File: src/pkg/blit_consts.svh
// Offsets, field positions, codes and reset values of the blit control block.
// Assumes inclusion by bare name from the design file.
`ifndef BLIT_CONSTS_SVH
`define BLIT_CONSTS_SVH

// ==========================================================
// Register offsets on the index port
`define IDX_MODE        8'h18
`define IDX_ROP         8'h1A
`define IDX_MODE_EXT    8'h1B
`define IDX_KEY_LOW     8'h1C
`define IDX_KEY_HIGH    8'h1D
`define IDX_START       8'h40

// ==========================================================
// Field positions
`define MODE_EXPAND     7
`define MODE_PATTERN    6
`define MODE_WIDTH_HI   5
`define MODE_WIDTH_LO   4
`define MODE_TRANSP     3
`define MODE_SYS_SRC    2
`define ST_AUTOSTART    7
`define ST_SRC_LOC      6
`define ST_PAUSE        5
`define ST_ABORT        2
`define ST_LAUNCH       1
`define ST_BUSY         0
`define EXT_SYNC_SWITCH 4
`define EXT_BG_CLIP     3
`define EXT_SOLID       2
`define EXT_INVERT      1
`define EXT_GRAN        0
`define DBUF_EXT_WEN    5
`define DBUF_SEL_HI     2
`define DBUF_SEL_ALL    3'h7
`define WIDTH_8BPP      2'h0
`define REG_RESET       8'h00

// ==========================================================
// Logic function codes
`define LF_ZERO   8'h00
`define LF_NOR    8'h90
`define LF_NSA_D  8'h50
`define LF_NS     8'hD0
`define LF_S_ND   8'h09
`define LF_ND     8'h0B
`define LF_XOR    8'h59
`define LF_NAND   8'hDA
`define LF_AND    8'h05
`define LF_XNOR   8'h95
`define LF_D      8'h06
`define LF_NS_O_D 8'hD6
`define LF_S      8'h0D
`define LF_S_O_ND 8'hAD
`define LF_OR     8'h6D
`define LF_ONE    8'h0E

// ==========================================================
// Source granularity
`define DWORD_BITS      6'h20
`define DWORD_MASK      6'h1F

`endif

File: src/pkg/blit_pkg.sv
// Types shared by the blit control block and its surroundings.
// Assumes pixels of at most 16 bits travel one per cycle.
package blit_pkg;

    // ==========================================================
    // Pixel stream carriers and engine state
    typedef struct packed {
        logic [15:0] src;
        logic [15:0] pat;
        logic [15:0] dst;
        logic        mono;
        logic        clip;
        logic        line_end;
        logic [4:0]  line_bit_pos;
        logic        last;
    } pix_in_t;

    typedef struct packed {
        logic [15:0] data;
        logic        write;
        logic        valid;
    } pix_out_t;

    typedef enum logic [0:0] {
        ENG_IDLE,
        ENG_RUN
    } eng_state_t;

endpackage : blit_pkg

File: src/hw/blit_rop_mode_control.sv
// Blit engine control: start/status, logic function, mode extensions, key compare.
// Assumes index port, pixel stream and colour inputs all on clk_in.
`timescale 1ns/10ps
`include "blit_consts.svh"

module blit_rop_mode_control (
    input  wire logic             clk_in,
    input  wire logic             rst_in,
    input  wire logic [7:0]       reg_index_in,
    input  wire logic             reg_wr_in,
    input  wire logic [7:0]       reg_wdata_in,
    output logic      [7:0]       reg_rdata_out,
    input  wire logic [7:0]       dbuf_ctrl_in,
    input  wire logic [23:0]      screen_start_in,
    input  wire logic             mem_cycle_free_in,
    input  wire logic [15:0]      fg_color_in,
    input  wire logic [15:0]      bg_color_in,
    input  wire blit_pkg::pix_in_t pix_in,
    input  wire logic             pix_valid_in,
    output logic                  pix_ready_out,
    output blit_pkg::pix_out_t    pix_out,
    output logic [5:0]            discard_bits_out,
    output logic                  discard_valid_out,
    output logic [23:0]           display_start_out,
    output logic                  busy_out
);
    import blit_pkg::*;

    // ==========================================================
    // Registers
    logic [7:0]  mode_reg;
    logic [7:0]  rop_reg;
    logic [7:0]  ext_reg;
    logic [7:0]  key_lo_reg;
    logic [7:0]  key_hi_reg;
    logic [2:0]  status_ctl_reg;
    logic        launch_reg;
    logic        disp_sel_reg;
    eng_state_t  state_reg;
    pix_out_t    pix_out_reg;
    logic [5:0]  discard_reg;
    logic        discard_valid_reg;
    logic [7:0]  rdata_reg;

    logic wr_mode, wr_rop, wr_ext, wr_klo, wr_khi, wr_start;
    logic abort_req, take_pix, finish;

    assign wr_mode  = reg_wr_in && reg_index_in == `IDX_MODE;
    assign wr_rop   = reg_wr_in && reg_index_in == `IDX_ROP;
    assign wr_ext   = reg_wr_in && reg_index_in == `IDX_MODE_EXT;
    assign wr_klo   = reg_wr_in && reg_index_in == `IDX_KEY_LOW;
    assign wr_khi   = reg_wr_in && reg_index_in == `IDX_KEY_HIGH;
    assign wr_start = reg_wr_in && reg_index_in == `IDX_START;
    assign abort_req = wr_start && reg_wdata_in[`ST_ABORT];
    assign take_pix  = pix_valid_in && state_reg == ENG_RUN;
    assign finish    = take_pix && pix_in.last;

    // ==========================================================
    // Logic function table
    // one code per logic, operand chosen upstream
    function automatic logic [15:0] apply_lf(input logic [7:0] code,
                                             input logic [15:0] s,
                                             input logic [15:0] d);
        case (code)
            `LF_ZERO:   apply_lf = 16'h0000;
            `LF_NOR:    apply_lf = ~(s | d);
            `LF_NSA_D:  apply_lf = ~s & d;
            `LF_NS:     apply_lf = ~s;
            `LF_S_ND:   apply_lf = s & ~d;
            `LF_ND:     apply_lf = ~d;
            `LF_XOR:    apply_lf = s ^ d;
            `LF_NAND:   apply_lf = ~(s & d);
            `LF_AND:    apply_lf = s & d;
            `LF_XNOR:   apply_lf = ~(s ^ d);
            `LF_D:      apply_lf = d;
            `LF_NS_O_D: apply_lf = ~s | d;
            `LF_S:      apply_lf = s;
            `LF_S_O_ND: apply_lf = s | ~d;
            `LF_OR:     apply_lf = s | d;
            `LF_ONE:    apply_lf = 16'hFFFF;
            // Unlisted codes leave the destination untouched
            default:    apply_lf = d;
        endcase
    endfunction : apply_lf

    // bits to drop at line end
    function automatic logic [5:0] discard_count(input logic to_dword,
                                                 input logic [4:0] pos);
        if (to_dword) begin
            discard_count = (`DWORD_BITS - {1'b0, pos}) & `DWORD_MASK;
        end else begin
            discard_count = {3'h0, 3'(3'h0 - pos[2:0])};
        end
    endfunction : discard_count

    // ==========================================================
    // Register writes
    always_ff @(posedge clk_in) begin
        if (rst_in || abort_req) begin
            mode_reg   <= `REG_RESET;
            rop_reg    <= `REG_RESET;
            key_lo_reg <= `REG_RESET;
            key_hi_reg <= `REG_RESET;
        end else begin
            if (wr_mode) begin
                mode_reg <= reg_wdata_in;
            end
            if (wr_rop) begin
                rop_reg <= reg_wdata_in;
            end
            if (wr_klo) begin
                key_lo_reg <= reg_wdata_in;
            end
            if (wr_khi) begin
                key_hi_reg <= reg_wdata_in;
            end
        end
    end

    always_ff @(posedge clk_in) begin
        if (rst_in) begin
            ext_reg <= `REG_RESET;
        end else if (wr_ext && status_ctl_reg[2] && dbuf_ctrl_in[`DBUF_EXT_WEN]) begin
            ext_reg <= {3'h0, reg_wdata_in[4:0]};
        end
    end

    always_ff @(posedge clk_in) begin
        if (rst_in) begin
            status_ctl_reg <= 3'h0;
        end else if (wr_start) begin
            status_ctl_reg <= reg_wdata_in[`ST_AUTOSTART:`ST_PAUSE];
        end
    end

    // ==========================================================
    // Engine sequencing
    // abort wins over launch and finish
    always_ff @(posedge clk_in) begin
        if (rst_in || abort_req) begin
            launch_reg <= 1'b0;
        end else if (wr_start && reg_wdata_in[`ST_LAUNCH]) begin
            launch_reg <= 1'b1;
        end else if (finish) begin
            launch_reg <= 1'b0;
        end
    end

    // busy from launch to last pixel
    always_ff @(posedge clk_in) begin
        if (rst_in || abort_req) begin
            state_reg <= ENG_IDLE;
        end else begin
            case (state_reg)
                ENG_IDLE: begin
                    if (launch_reg && mem_cycle_free_in) begin
                        state_reg <= ENG_RUN;
                    end
                end
                ENG_RUN: begin
                    if (finish) begin
                        state_reg <= ENG_IDLE;
                    end
                end
                default: state_reg <= ENG_IDLE;
            endcase
        end
    end

    // buffer swap at end of transfer
    always_ff @(posedge clk_in) begin
        if (rst_in) begin
            disp_sel_reg <= 1'b0;
        end else if (finish && ext_reg[`EXT_SYNC_SWITCH]
                     && dbuf_ctrl_in[`DBUF_SEL_HI:0] == `DBUF_SEL_ALL) begin
            disp_sel_reg <= ~disp_sel_reg;
        end
    end

    // ==========================================================
    // Pixel path
    logic        expand, solid, transp, mono_eff, is_bg, skip, clipped;
    logic [15:0] operand, result, key;

    always_comb begin
        expand   = mode_reg[`MODE_EXPAND];
        solid    = ext_reg[`EXT_SOLID];
        transp   = mode_reg[`MODE_TRANSP];
        // solid fill acts as all-ones bitmap unless invert and transparency are both set
        mono_eff = pix_in.mono | solid;
        if (ext_reg[`EXT_INVERT] && transp) begin
            mono_eff = ~pix_in.mono;
        end
        is_bg = ~mono_eff;
        if (expand) begin
            operand = mono_eff ? fg_color_in : bg_color_in;
        end else if (mode_reg[`MODE_PATTERN]) begin
            operand = pix_in.pat;
        end else begin
            operand = pix_in.src;
        end
        result = apply_lf(rop_reg, operand, pix_in.dst);
        key = {key_hi_reg, key_lo_reg};
        skip = 1'b0;
        if (expand && transp && is_bg) begin
            skip = 1'b1;
        end else if (!expand && transp) begin
            // key compare on full pixel width
            if (mode_reg[`MODE_WIDTH_HI:`MODE_WIDTH_LO] == `WIDTH_8BPP) begin
                skip = result[7:0] == key[7:0];
            end else begin
                skip = result == key;
            end
        end
        if (expand && ext_reg[`EXT_BG_CLIP]) begin
            clipped = pix_in.clip && is_bg;
        end else begin
            clipped = pix_in.clip;
        end
    end

    always_ff @(posedge clk_in) begin
        if (rst_in || abort_req) begin
            pix_out_reg <= '0;
        end else begin
            pix_out_reg.valid <= take_pix;
            pix_out_reg.write <= take_pix && !skip && !clipped;
            pix_out_reg.data  <= result;
        end
    end

    always_ff @(posedge clk_in) begin
        if (rst_in || abort_req) begin
            discard_reg       <= 6'h00;
            discard_valid_reg <= 1'b0;
        end else begin
            discard_valid_reg <= take_pix && pix_in.line_end && mode_reg[`MODE_SYS_SRC];
            discard_reg <= discard_count(!mode_reg[`MODE_EXPAND] || ext_reg[`EXT_GRAN],
                                         pix_in.line_bit_pos);
        end
    end

    // ==========================================================
    // Read port
    always_ff @(posedge clk_in) begin
        if (rst_in) begin
            rdata_reg <= `REG_RESET;
        end else begin
            case (reg_index_in)
                `IDX_MODE:     rdata_reg <= mode_reg;
                `IDX_ROP:      rdata_reg <= rop_reg;
                `IDX_MODE_EXT: rdata_reg <= ext_reg;
                `IDX_KEY_LOW:  rdata_reg <= key_lo_reg;
                `IDX_KEY_HIGH: rdata_reg <= key_hi_reg;
                `IDX_START:    rdata_reg <= {status_ctl_reg, 3'h0, launch_reg,
                                             state_reg == ENG_RUN};
                default:       rdata_reg <= 8'h00;
            endcase
        end
    end

    assign reg_rdata_out     = rdata_reg;
    assign pix_ready_out     = state_reg == ENG_RUN;
    assign pix_out           = pix_out_reg;
    assign discard_bits_out  = discard_reg;
    assign discard_valid_out = discard_valid_reg;
    assign display_start_out = disp_sel_reg ? screen_start_in : 24'h000000;
    assign busy_out          = state_reg == ENG_RUN;
endmodule : blit_rop_mode_control

File: config.mk
export PLATFORM = sky130hd
export DESIGN_NAME = blit_rop_mode_control
export DESIGN_NICKNAME = d
export VERILOG_FILES = /design/src/pkg/blit_pkg.sv /design/src/hw/blit_rop_mode_control.sv
export VERILOG_INCLUDE_DIRS = /design/src /design/src/pkg
export SDC_FILE = /design/constraint.sdc
export NUM_CORES = 1
export LEC_CHECK = 0
export BUFFER_PORTS_ARGS = -buffer_cell sky130_fd_sc_hd__buf_2
export CORE_MARGIN = 2
export CORE_UTILIZATION = 50
export DETAILED_ROUTE_END_ITERATION = 10
export GPL_ROUTABILITY_DRIVEN = 0
export HOLD_SLACK_MARGIN = 0.08
export PLACE_DENSITY = 0.75
export SYNTH_ARGS = -nofsm -noshare
export SYNTH_HDL_FRONTEND = slang
export SYNTH_SLANG_ARGS = --single-unit
File: constraint.sdc
create_clock -name clk_in -period 8.6 [get_ports clk_in]
set_input_delay 2.15 -clock clk_in [delete_from_list [all_inputs] [get_ports clk_in]]
set_output_delay 2.15 -clock clk_in [all_outputs]
set_load 0.005 [all_outputs]
==> results of run 1 <==
metrics by stage:
stage / area [um^2] / utilization, %
floorplan: 6121 / -
global placement: 7089 / 59.27
detailed placement: 7089 / 59.27
CTS: 7383 / 61.73
global route: 7383 / 61.73
finish: 7383 / 61.73
how the worst min path moves through the flow:
stage                               startpoint                          to  slack, ns  cells after the start
finish              key_hi_reg[5]$_SDFFE_PP0P_  key_hi_reg[5]$_SDFFE_PP0P_       0.49                      2
global route        key_hi_reg[5]$_SDFFE_PP0P_  key_hi_reg[5]$_SDFFE_PP0P_       0.50                      2
CTS                 key_hi_reg[5]$_SDFFE_PP0P_  key_hi_reg[5]$_SDFFE_PP0P_       0.48                      2
detailed placement  key_hi_reg[5]$_SDFFE_PP0P_  key_hi_reg[5]$_SDFFE_PP0P_       0.48                      2
global placement      mode_reg[1]$_SDFFE_PP0P_    mode_reg[1]$_SDFFE_PP0P_       0.47                      2
floorplan             mode_reg[0]$_SDFFE_PP0P_    mode_reg[0]$_SDFFE_PP0P_       0.46                      2
placed cells by master, fill, tap and decap left out, types with 3 or more instances in the layout:
cell | netlist | routed
a22oi_1 | 8 | 8
nor3_1 | 19 | 19
ha_1 | 33 | 33
nand3_1 | 39 | 39
and2_1 | 34 | 34
mux2_2 | 14 | 14
inv_1 | 22 | 22
a211o_1 | 5 | 5
o221ai_1 | 12 | 12
nand2b_1 | 10 | 10
xnor2_1 | 11 | 11
and4b_1 | 4 | 4
or3_1 | 7 | 7
nor4bb_1 | 3 | 3
xor2_1 | 8 | 8
nand4_1 | 5 | 5
a222oi_1 | 6 | 6
o22ai_1 | 6 | 6
a211oi_1 | 26 | 26
and3_1 | 9 | 9
nor2_1 | 74 | 74
nor4_1 | 4 | 4
dfxtp_1 | 75 | 75
nor2b_1 | 23 | 23
a2111oi_0 | 7 | 7
mux2i_1 | 49 | 49
o21ai_0 | 41 | 41
a221oi_1 | 5 | 5
buf_4 | 2 | 9
a31oi_1 | 12 | 12
clkbuf_16 | 0 | 9
buf_2 | 15 | 195
nand2_1 | 57 | 57
o211ai_1 | 5 | 5
a21oi_1 | 51 | 51
metal layers:
layer	routed length, um	GRT usage (%)	up-vias	share of wire (%)
li1	-	-	3222	-
met1	8782	42.27	3045	43
met2	8790	44.02	374	43
met3	2079	7.253	52	10
met4	642	10.89	0	3.2
met5	0	0	-	0
worst min-delay path, cell delays in order, from the launching register on:
cell and delay [ns]:
dfxtp_1 0.33, nand2_1 0.06, a21oi_1 0.05
cell type report:
type | count | area (um^2) | area share, %
Inverter | 22 | 82.58 | 1.118
Tap cell | 147 | 183.9 | 2.491
Sequential cell | 75 | 1501 | 20.34
Multi-Input combinational cell | 635 | 4278 | 57.94
Clock buffer | 11 | 242.7 | 3.288
Timing Repair Buffer | 204 | 1044 | 14.13
Clock inverter | 4 | 51.30 | 0.6948
power groups by stage:
stage / Sequential (mW) / Combinational (mW) / Clock, mW
after floorplan: 0.361 / 0.0567 / 0
final: 0.353 / 0.117 / 0.368
after global placement: 0.360 / 0.113 / 0
after detailed placement: 0.361 / 0.115 / 0
after CTS: 0.353 / 0.115 / 0.369
after global routing: 0.353 / 0.129 / 0.389
logic make-up (layout without fill, tap and decap cells):
family	count (synthesis)	in the layout
multiplexers	63	63
AND/OR/NAND/NOR	311	311
flip-flops	75	75
buffers and inverters	82	241
AO/OA/AOI/OAI	208	208
other	1	1
adder cells (fa/ha/maj)	33	33
XOR/XNOR	19	19
==> run summary, run 1 <==
Routed WL = 20290 um
All-layer global routing usage = 29.90%
Most common cell in the synthesized netlist = dfxtp_1
Ratio of cells with drive above 1 in the final layout = 25.66%
Crit path largest cell delay = 1.10 ns
CP Class = in -> reg
Fin cells = 1098
Die area = 13140 um^2
Vias = 6693
Max H-tree Level = 3
Int Pwr = 0.6352 mW
Post-Synth XOR/XNOR Area = 2.719%
Vias in the first global route = 5922
CTS tree = yes
CTS Buffer Depth = 2
GRT overflow = 0
Critical Path RT = 8.79 ns
Worst path slowest cell = a2111oi_0
Synth area leaders = dfxtp_1 25%, mux2i_1 8.0%, ha_1 6.7%
Mapped cell area = 6121 um^2
Adder-cell share of the synthesized area = 6.746%
R2R setup slack = 3.85 ns
Unrepaired setup endpoints after global routing = no
Slew @ Worst Pin = 1.268 ns
Starting Density = 51.17%
Complex-gate fraction of the synthesized area = 23.24%
Final hold violations = 0
Total CTS buffers = 9
Root buf cell = clkbuf_16
Combinational power share = 13.9%
Initial DRC Count = 881
Status = complete, no violations
FF+latch count, synth = 75
# IOs = 201
Depth of the most critical reg-to-reg path = 10
Largest register FFs = 18
Maxcap violations = 0
Final min period = 5.741 ns
Post-synth top cells = 75 x dfxtp_1, 74 x nor2_1, 57 x nand2_1
DP HPWL = 15200 um
Yosys warns = 0
Initial antenna violation count = 0
Mean routed wirelength per cell = 18.48 um
Sink Count = 75
Worst path cell trace = buf_2 > nor2_2 > mux2i_1 > a221oi_1 > ha_1 > o21ai_0 > a211oi_1 > o211ai_1 > a2111oi_0 > xor2_1 > nand4_1 > nor4_1 > a31oi_1
Worst slew margin = 13.27%
Die width = 114.6 um
FF-to-FF End = pix_out[1]$_SDFF_PP0_
Crit-path leading delay family = compound AO/OA/AOI/OAI gates
Top cell type's share of synthesized area = 24.53%
# fillers = 1134
Main combinational cell family by area after synthesis = simple AND/OR/NAND/NOR gates
Row count = 40
Core ar. = 11960 um^2
Arrival time worst endpoint = 5.94 ns
Later-pin clock latency in the skew report = 0.33 ns
Drc violations = 0
CTS Hold Bufs = 0
Setup TNS = 0 ns
Yosys cell types = 73
P_sw = 0.2018 mW
Flop pwr share = 42.2%
HP Class = reg -> reg
Pleak = 3.249 nW
Post-synthesis sequential area ratio = 24.53%
Sw Share = 24.11%
DR pass1 iterations = 7
Final period util = 66.75%
Yosys top cell by area = dfxtp_1
PnR worst setup slack = 2.859 ns
Die Y = 114.6 um
Hold slack = 0.4907 ns
Postcts setup bufs = 0
Critical Path Fanout Max = 8
First-pass GRT wire length = 31050 um
Setup WS pre-CTS = 2.624 ns
Largest net degree at the start of global routing = 43
Setup crit start = pix_in[8]
R2R Path Start = rop_reg[4]$_SDFFE_PP0P_
Post-Synth Simple-Gate Area = 26.53%
Overall Power = 0.8371 mW
CP startpoint kind = input port
PostCTS Resize Cnt = 0
Routed Antenna Nets = 0
Clock Power Share = 43.9%
CP endpoint kind = register
Pins Over Slew Limit = 0
Area growth syn-to-layout = 20.63%
Port Buf Inserts = 195
Synth Net Count = 967
VDD IR max = 0.09595 mV
PwrDens = 113.4 nW/um^2
Crit path buffers/inverters = 1
Clock slew at reported path FFs = 0.06 ns
Post-synth ARST share = 0%
Critical path depth = 13
Endpoints failing setup = 0
Mux share of post-synthesis cell area = 10.59%
Post-Route Skew = 0.004308 ns
EDFF count, synth = 0
Vias per cell = 6.096
Mean area per synthesized cell = 7.728 um^2
Dpl cells = 1083
Nets@finish = 1122
CP endpoint = pix_out[1]$_SDFF_PP0_
Synth Flop Type = dfxtp_1
Ant diodes = 0
Synthesized instance count = 792
Max Freq = 174.2 MHz
(Power assumes the default switching activity.)
==> run 2, diff against run 1 <==
--- a/config.mk
+++ b/config.mk
@@ -8,11 +8,11 @@
 export LEC_CHECK = 0
 export BUFFER_PORTS_ARGS = -buffer_cell sky130_fd_sc_hd__buf_2
 export CORE_MARGIN = 2
-export CORE_UTILIZATION = 50
+export CORE_UTILIZATION = 47
 export DETAILED_ROUTE_END_ITERATION = 10
 export GPL_ROUTABILITY_DRIVEN = 0
 export HOLD_SLACK_MARGIN = 0.08
-export PLACE_DENSITY = 0.75
+export PLACE_DENSITY = 0.74
 export SYNTH_ARGS = -nofsm -noshare
 export SYNTH_HDL_FRONTEND = slang
 export SYNTH_SLANG_ARGS = --single-unit
==> constraint.sdc (replaced) <==
create_clock -name clk_in -period 4.6 [get_ports clk_in]
set_input_delay 1.15 -clock clk_in [delete_from_list [all_inputs] [get_ports clk_in]]
set_output_delay 1.15 -clock clk_in [all_outputs]
set_load 0.005 [all_outputs]
==> run 2 against run 1 <==
Worst hold slack gained 0.012 ns. Clock skew rose by 0.00065 ns. Highest routed layer unchanged. Via count rose by 3.3%. Non-clock buffer count is 31 higher. Largest cell class unchanged. Global-route usage decreased by 0.73 points. Design area up 3.9%. Critical path type unchanged. Core utilization fell by 1.2 points. Clock power up 97%.
==> run summary, run 2 (synthesis results as in run 1) <==
Fin cells = 1154
Drc violations = 0
CP endpoint = pix_out[1]$_SDFF_PP0_
Initial DRC Count = 915
Initial antenna violation count = 0
Max H-tree Level = 3
PwrDens = 210.6 nW/um^2
Int Pwr = 1.236 mW
DR pass1 iterations = 7
Clock Power Share = 45.0%
Status = complete, no violations
Largest net degree at the start of global routing = 34
PostCTS Resize Cnt = 0
Sw Share = 23.49%
Starting Density = 48.31%
Sink Count = 75
Slew @ Worst Pin = 0.9904 ns
PnR worst setup slack = 0.5276 ns
CTS tree = yes
Total CTS buffers = 9
Flop pwr share = 40.8%
Vias in the first global route = 6428
CP Class = in -> reg
CP endpoint kind = register
R2R Path Start = rop_reg[0]$_SDFFE_PP0P_
GRT overflow = 0
First-pass GRT wire length = 33140 um
Vias per cell = 5.994
P_sw = 0.3796 mW
Clock slew at reported path FFs = 0.05 ns
Max Freq = 245.6 MHz
Later-pin clock latency in the skew report = 0.34 ns
Ratio of cells with drive above 1 in the final layout = 28.00%
Depth of the most critical reg-to-reg path = 12
Core ar. = 12670 um^2
Endpoints failing setup = 0
Hold slack = 0.5029 ns
Finished Core Util = 60.56%
FF-to-FF End = pix_out[1]$_SDFF_PP0_
VDD IR max = 0.1809 mV
Maxcap violations = 0
Final period util = 88.53%
Port Buf Inserts = 195
Vias = 6917
Mean routed wirelength per cell = 17.90 um
Nets@finish = 1153
Combinational power share = 14.2%
Pleak = 3.417 nW
Most frequent cells in the layout = 195 x buf_2, 75 x dfxtp_1, 74 x nor2_1
Largest register FFs = 18
Dpl cells = 1139
CTS Hold Bufs = 0
All-layer global routing usage = 29.17%
Die width = 118.1 um
CP startpoint kind = input port
Routed WL = 20660 um
Setup WS pre-CTS = 0.2662 ns
HP Class = reg -> reg
Root buf cell = clkbuf_16
# fillers = 1244
Critical Path RT = 4.80 ns
Critical Path Fanout Max = 8
DP HPWL = 15670 um
Row count = 41
Post-Route Skew = 0.004957 ns
Die Y = 118.1 um
Setup TNS = 0 ns
Unrepaired setup endpoints after global routing = no
Pins Over Slew Limit = 0
Arrival time worst endpoint = 4.27 ns
Final hold violations = 0
Worst slew margin = 33.93%
Postcts setup bufs = 0
Routed Antenna Nets = 0
R2R setup slack = 0.73 ns
Ant diodes = 0
Final min period = 4.072 ns
Most common cell after layout, fill and taps aside = buf_2
CTS Buffer Depth = 2
Die area = 13950 um^2
Area growth syn-to-layout = 25.37%
Setup crit start = pix_in[8]
# IOs = 201
## run 2: metal layers
layer | track usage (%) | share of wire (%)
met1 | 40.11 | 43
met4 | 12.05 | 3.1
met3 | 5.523 | 9.5
met5 | 0 | 0
met2 | 44.58 | 44
## run 2: how the worst min path moves through the flow
stage	slack [ns]	endpoint	cells after the start	from
2_1_floorplan	0.46	mode_reg[0]$_SDFFE_PP0P_	2	mode_reg[0]$_SDFFE_PP0P_
3_3_place_gp	0.47	mode_reg[0]$_SDFFE_PP0P_	2	mode_reg[0]$_SDFFE_PP0P_
3_5_place_dp	0.48	key_hi_reg[4]$_SDFFE_PP0P_	2	key_hi_reg[4]$_SDFFE_PP0P_
4_1_cts	0.49	key_hi_reg[4]$_SDFFE_PP0P_	2	key_hi_reg[4]$_SDFFE_PP0P_
5_1_grt	0.52	mode_reg[1]$_SDFFE_PP0P_	2	mode_reg[1]$_SDFFE_PP0P_
6_report	0.50	status_ctl_reg[0]$_SDFFE_PP0P_	2	status_ctl_reg[0]$_SDFFE_PP0P_
## run 2: final cells by class
cell class              count  area (um^2)  share of cell area, %
clock buffers              10        229.0                  2.984
clock inverters             5        78.83                  1.027
flip-flops and latches     75         1501                  19.57
repair buffers            235         1289                  16.79
well taps                 172        215.2                  2.804
inverters                  22        82.58                  1.076
multi-input cells         635         4278                  55.75
## run 2: per-stage QoR
step | cell area (um^2) | power, mW
after floorplan | 6121 | 0.7809
after global placement | 7366 | 0.8953
after detailed placement | 7366 | 0.8998
after CTS | 7674 | 1.622
after global routing | 7674 | 1.679
final | 7674 | 1.616
## run 2: critical path, cell delays in order
cell       delay (ns)
buf_2            0.16
and3_1           0.21
nor2_2           0.19
mux2i_1          0.10
a21oi_1          0.47
ha_1             0.36
mux2i_1          0.15
o221ai_1         0.14
a2111oi_0        0.55
nand3_1          0.19
xor2_1           0.19
nor4_1           0.28
a31oi_1          0.11
## run 2: power groups by stage
stage / combinational [mW] / clock, mW / sequential [mW]
finish: 0.230 / 0.726 / 0.660
global route: 0.252 / 0.766 / 0.661
CTS: 0.227 / 0.736 / 0.660
detailed placement: 0.226 / 0 / 0.674
global placement: 0.222 / 0 / 0.674
floorplan: 0.106 / 0 / 0.675
==> run 3, diff against run 2 <==
--- a/config.mk
+++ b/config.mk
@@ -7,6 +7,7 @@
 export NUM_CORES = 1
 export LEC_CHECK = 0
 export BUFFER_PORTS_ARGS = -buffer_cell sky130_fd_sc_hd__buf_2
+export CORE_ASPECT_RATIO = 1.4
 export CORE_MARGIN = 2
 export CORE_UTILIZATION = 47
 export DETAILED_ROUTE_END_ITERATION = 10
==> run 3 against run 2 <==
Worst hold slack got worse by 0.0081 ns. First-iteration DRC count decreased by 31%. Combinational power about the same. Global-route usage increased by 0.85 points. Sequential power about the same. Sequential share of layout area decreased by 0.070 points. Via count increased by 1.4%. Clock power increased by 13%. Die area about the same. Total power increased by 5.6%. Maximum frequency decreased by 2.0%. Critical path type unchanged. Critical endpoint unchanged. Highest routed layer unchanged.
==> run summary, run 3 (synthesis results as in run 1) <==
Status = complete, no violations
Postcts setup bufs = 0
Setup TNS = 0 ns
Design Area, Final = 7701 um^2
Vias = 7014
Dpl cell area = 7357 um^2
Clock Power Share = 47.9%
CTS Buffer Depth = 2
Combinational power share = 13.5%
Fin cells = 1139
Arrival time worst endpoint = 4.37 ns
Largest register FFs = 18
Total CTS buffers = 9
CP Class = in -> reg
Die area = 13970 um^2
VDD IR max = 0.1861 mV
Drc violations = 0
Starting Density = 47.77%
Vias in the first global route = 6458
Sw Share = 24.16%
DP HPWL = 16010 um
Final min period = 4.157 ns
Worst slew margin = 25.27%
Endpoints failing setup = 0
CP endpoint kind = register
Largest net degree at the start of global routing = 36
Overall Power = 1.707 mW
Nets@finish = 1155
Mean routed wirelength per cell = 18.78 um
HP Class = reg -> reg
Later-pin clock latency in the skew report = 0.34 ns
Max Freq = 240.6 MHz
Sink Count = 75
Critical Path Fanout Max = 8
Unrepaired setup endpoints after global routing = no
Critical Path RT = 4.81 ns
PwrDens = 221.6 nW/um^2
Final hold violations = 0
PostCTS Resize Cnt = 0
Most common cell after layout, fill and taps aside = buf_2
Routed Antenna Nets = 0
Initial DRC Count = 627
Finished Core Util = 60.10%
Post-Route Skew = 0.006793 ns
Initial antenna violation count = 1
Dpl cells = 1122
Maxcap violations = 0
Area growth syn-to-layout = 25.82%
Int Pwr = 1.294 mW
Most frequent cells in the layout = 195 x buf_2, 75 x dfxtp_1, 74 x nor2_1
Row count = 49
CTS Hold Bufs = 0
Ratio of cells with drive above 1 in the final layout = 28.32%
P_sw = 0.4123 mW
Die width = 100.5 um
Final period util = 90.36%
DR pass1 iterations = 5
# IOs = 201
Routed WL = 21390 um
All-layer global routing usage = 30.02%
Pleak = 3.440 nW
Core ar. = 12810 um^2
Root buf cell = clkbuf_16
Clock slew at reported path FFs = 0.07 ns
Flop pwr share = 38.6%
CP startpoint kind = input port
Max H-tree Level = 3
Pins Over Slew Limit = 0
CTS tree = yes
GRT overflow = 0
First-pass GRT wire length = 33150 um
Die Y = 139.0 um
Slew @ Worst Pin = 1.117 ns
Vias per cell = 6.158
Port Buf Inserts = 195
-- run 3: final timing paths --
path | from | to | slack, ns | cells after the start
worst max-delay path | pix_in[8] | pix_out[1]$_SDFF_PP0_ | 0.44 | 13
worst min-delay path | mode_reg[0]$_SDFFE_PP0P_ | mode_reg[0]$_SDFFE_PP0P_ | 0.49 | 2
worst max register to register | rop_reg[6]$_SDFFE_PP0P_ | pix_out[1]$_SDFF_PP0_ | 0.83 | 10
worst min register to register | mode_reg[0]$_SDFFE_PP0P_ | mode_reg[0]$_SDFFE_PP0P_ | 0.49 | 2
-- run 3: area by class of cell --
class | count | area, um^2
Clock inverter | 7 | 116.4
Multi-Input combinational cell | 635 | 4278
Inverter | 22 | 82.58
Fill cell | 1169 | 5112
Timing Repair Buffer | 237 | 1304
Sequential cell | 75 | 1501
Clock buffer | 9 | 225.2
Tap cell | 153 | 191.4
Antenna cell | 1 | 2.502
-- run 3: worst max-delay path: stages --
cell and delay, ns:
buf_2 0.16, a211oi_2 0.36, o21ai_0 0.15, a31oi_1 0.25
ha_1 0.28, mux2_2 0.27, a221oi_1 0.26, o311ai_0 0.17
a211oi_1 0.61, xor2_1 0.20, nand4_1 0.15, o32ai_1 0.24
a31oi_1 0.11
-- run 3: per-stage QoR --
stage	setup WS, ns	hold slack (ns)
floorplan	0.4663	0.4561
global placement	0.2464	0.4685
detailed placement	0.1734	0.4836
CTS	0.4971	0.4973
global route	0.2318	0.5214
finish	0.4433	0.4948
-- run 3: routing by layer --
layer  up-vias  share of wire (%)  GRT usage [%]
met5         -                  0              0
met4         0                7.2          21.63
met3        97                8.7          3.780
met2       441                 48          49.77
met1      3182                 36          35.01
li1       3294                  -              -
-- run 3: power groups by stage --
stage	Sequential, mW	Combinational, mW	Clock, mW
after floorplan	0.675	0.106	0
after detailed placement	0.674	0.226	0
final	0.659	0.230	0.817
after global routing	0.660	0.251	0.847
after global placement	0.674	0.222	0
after CTS	0.660	0.228	0.823
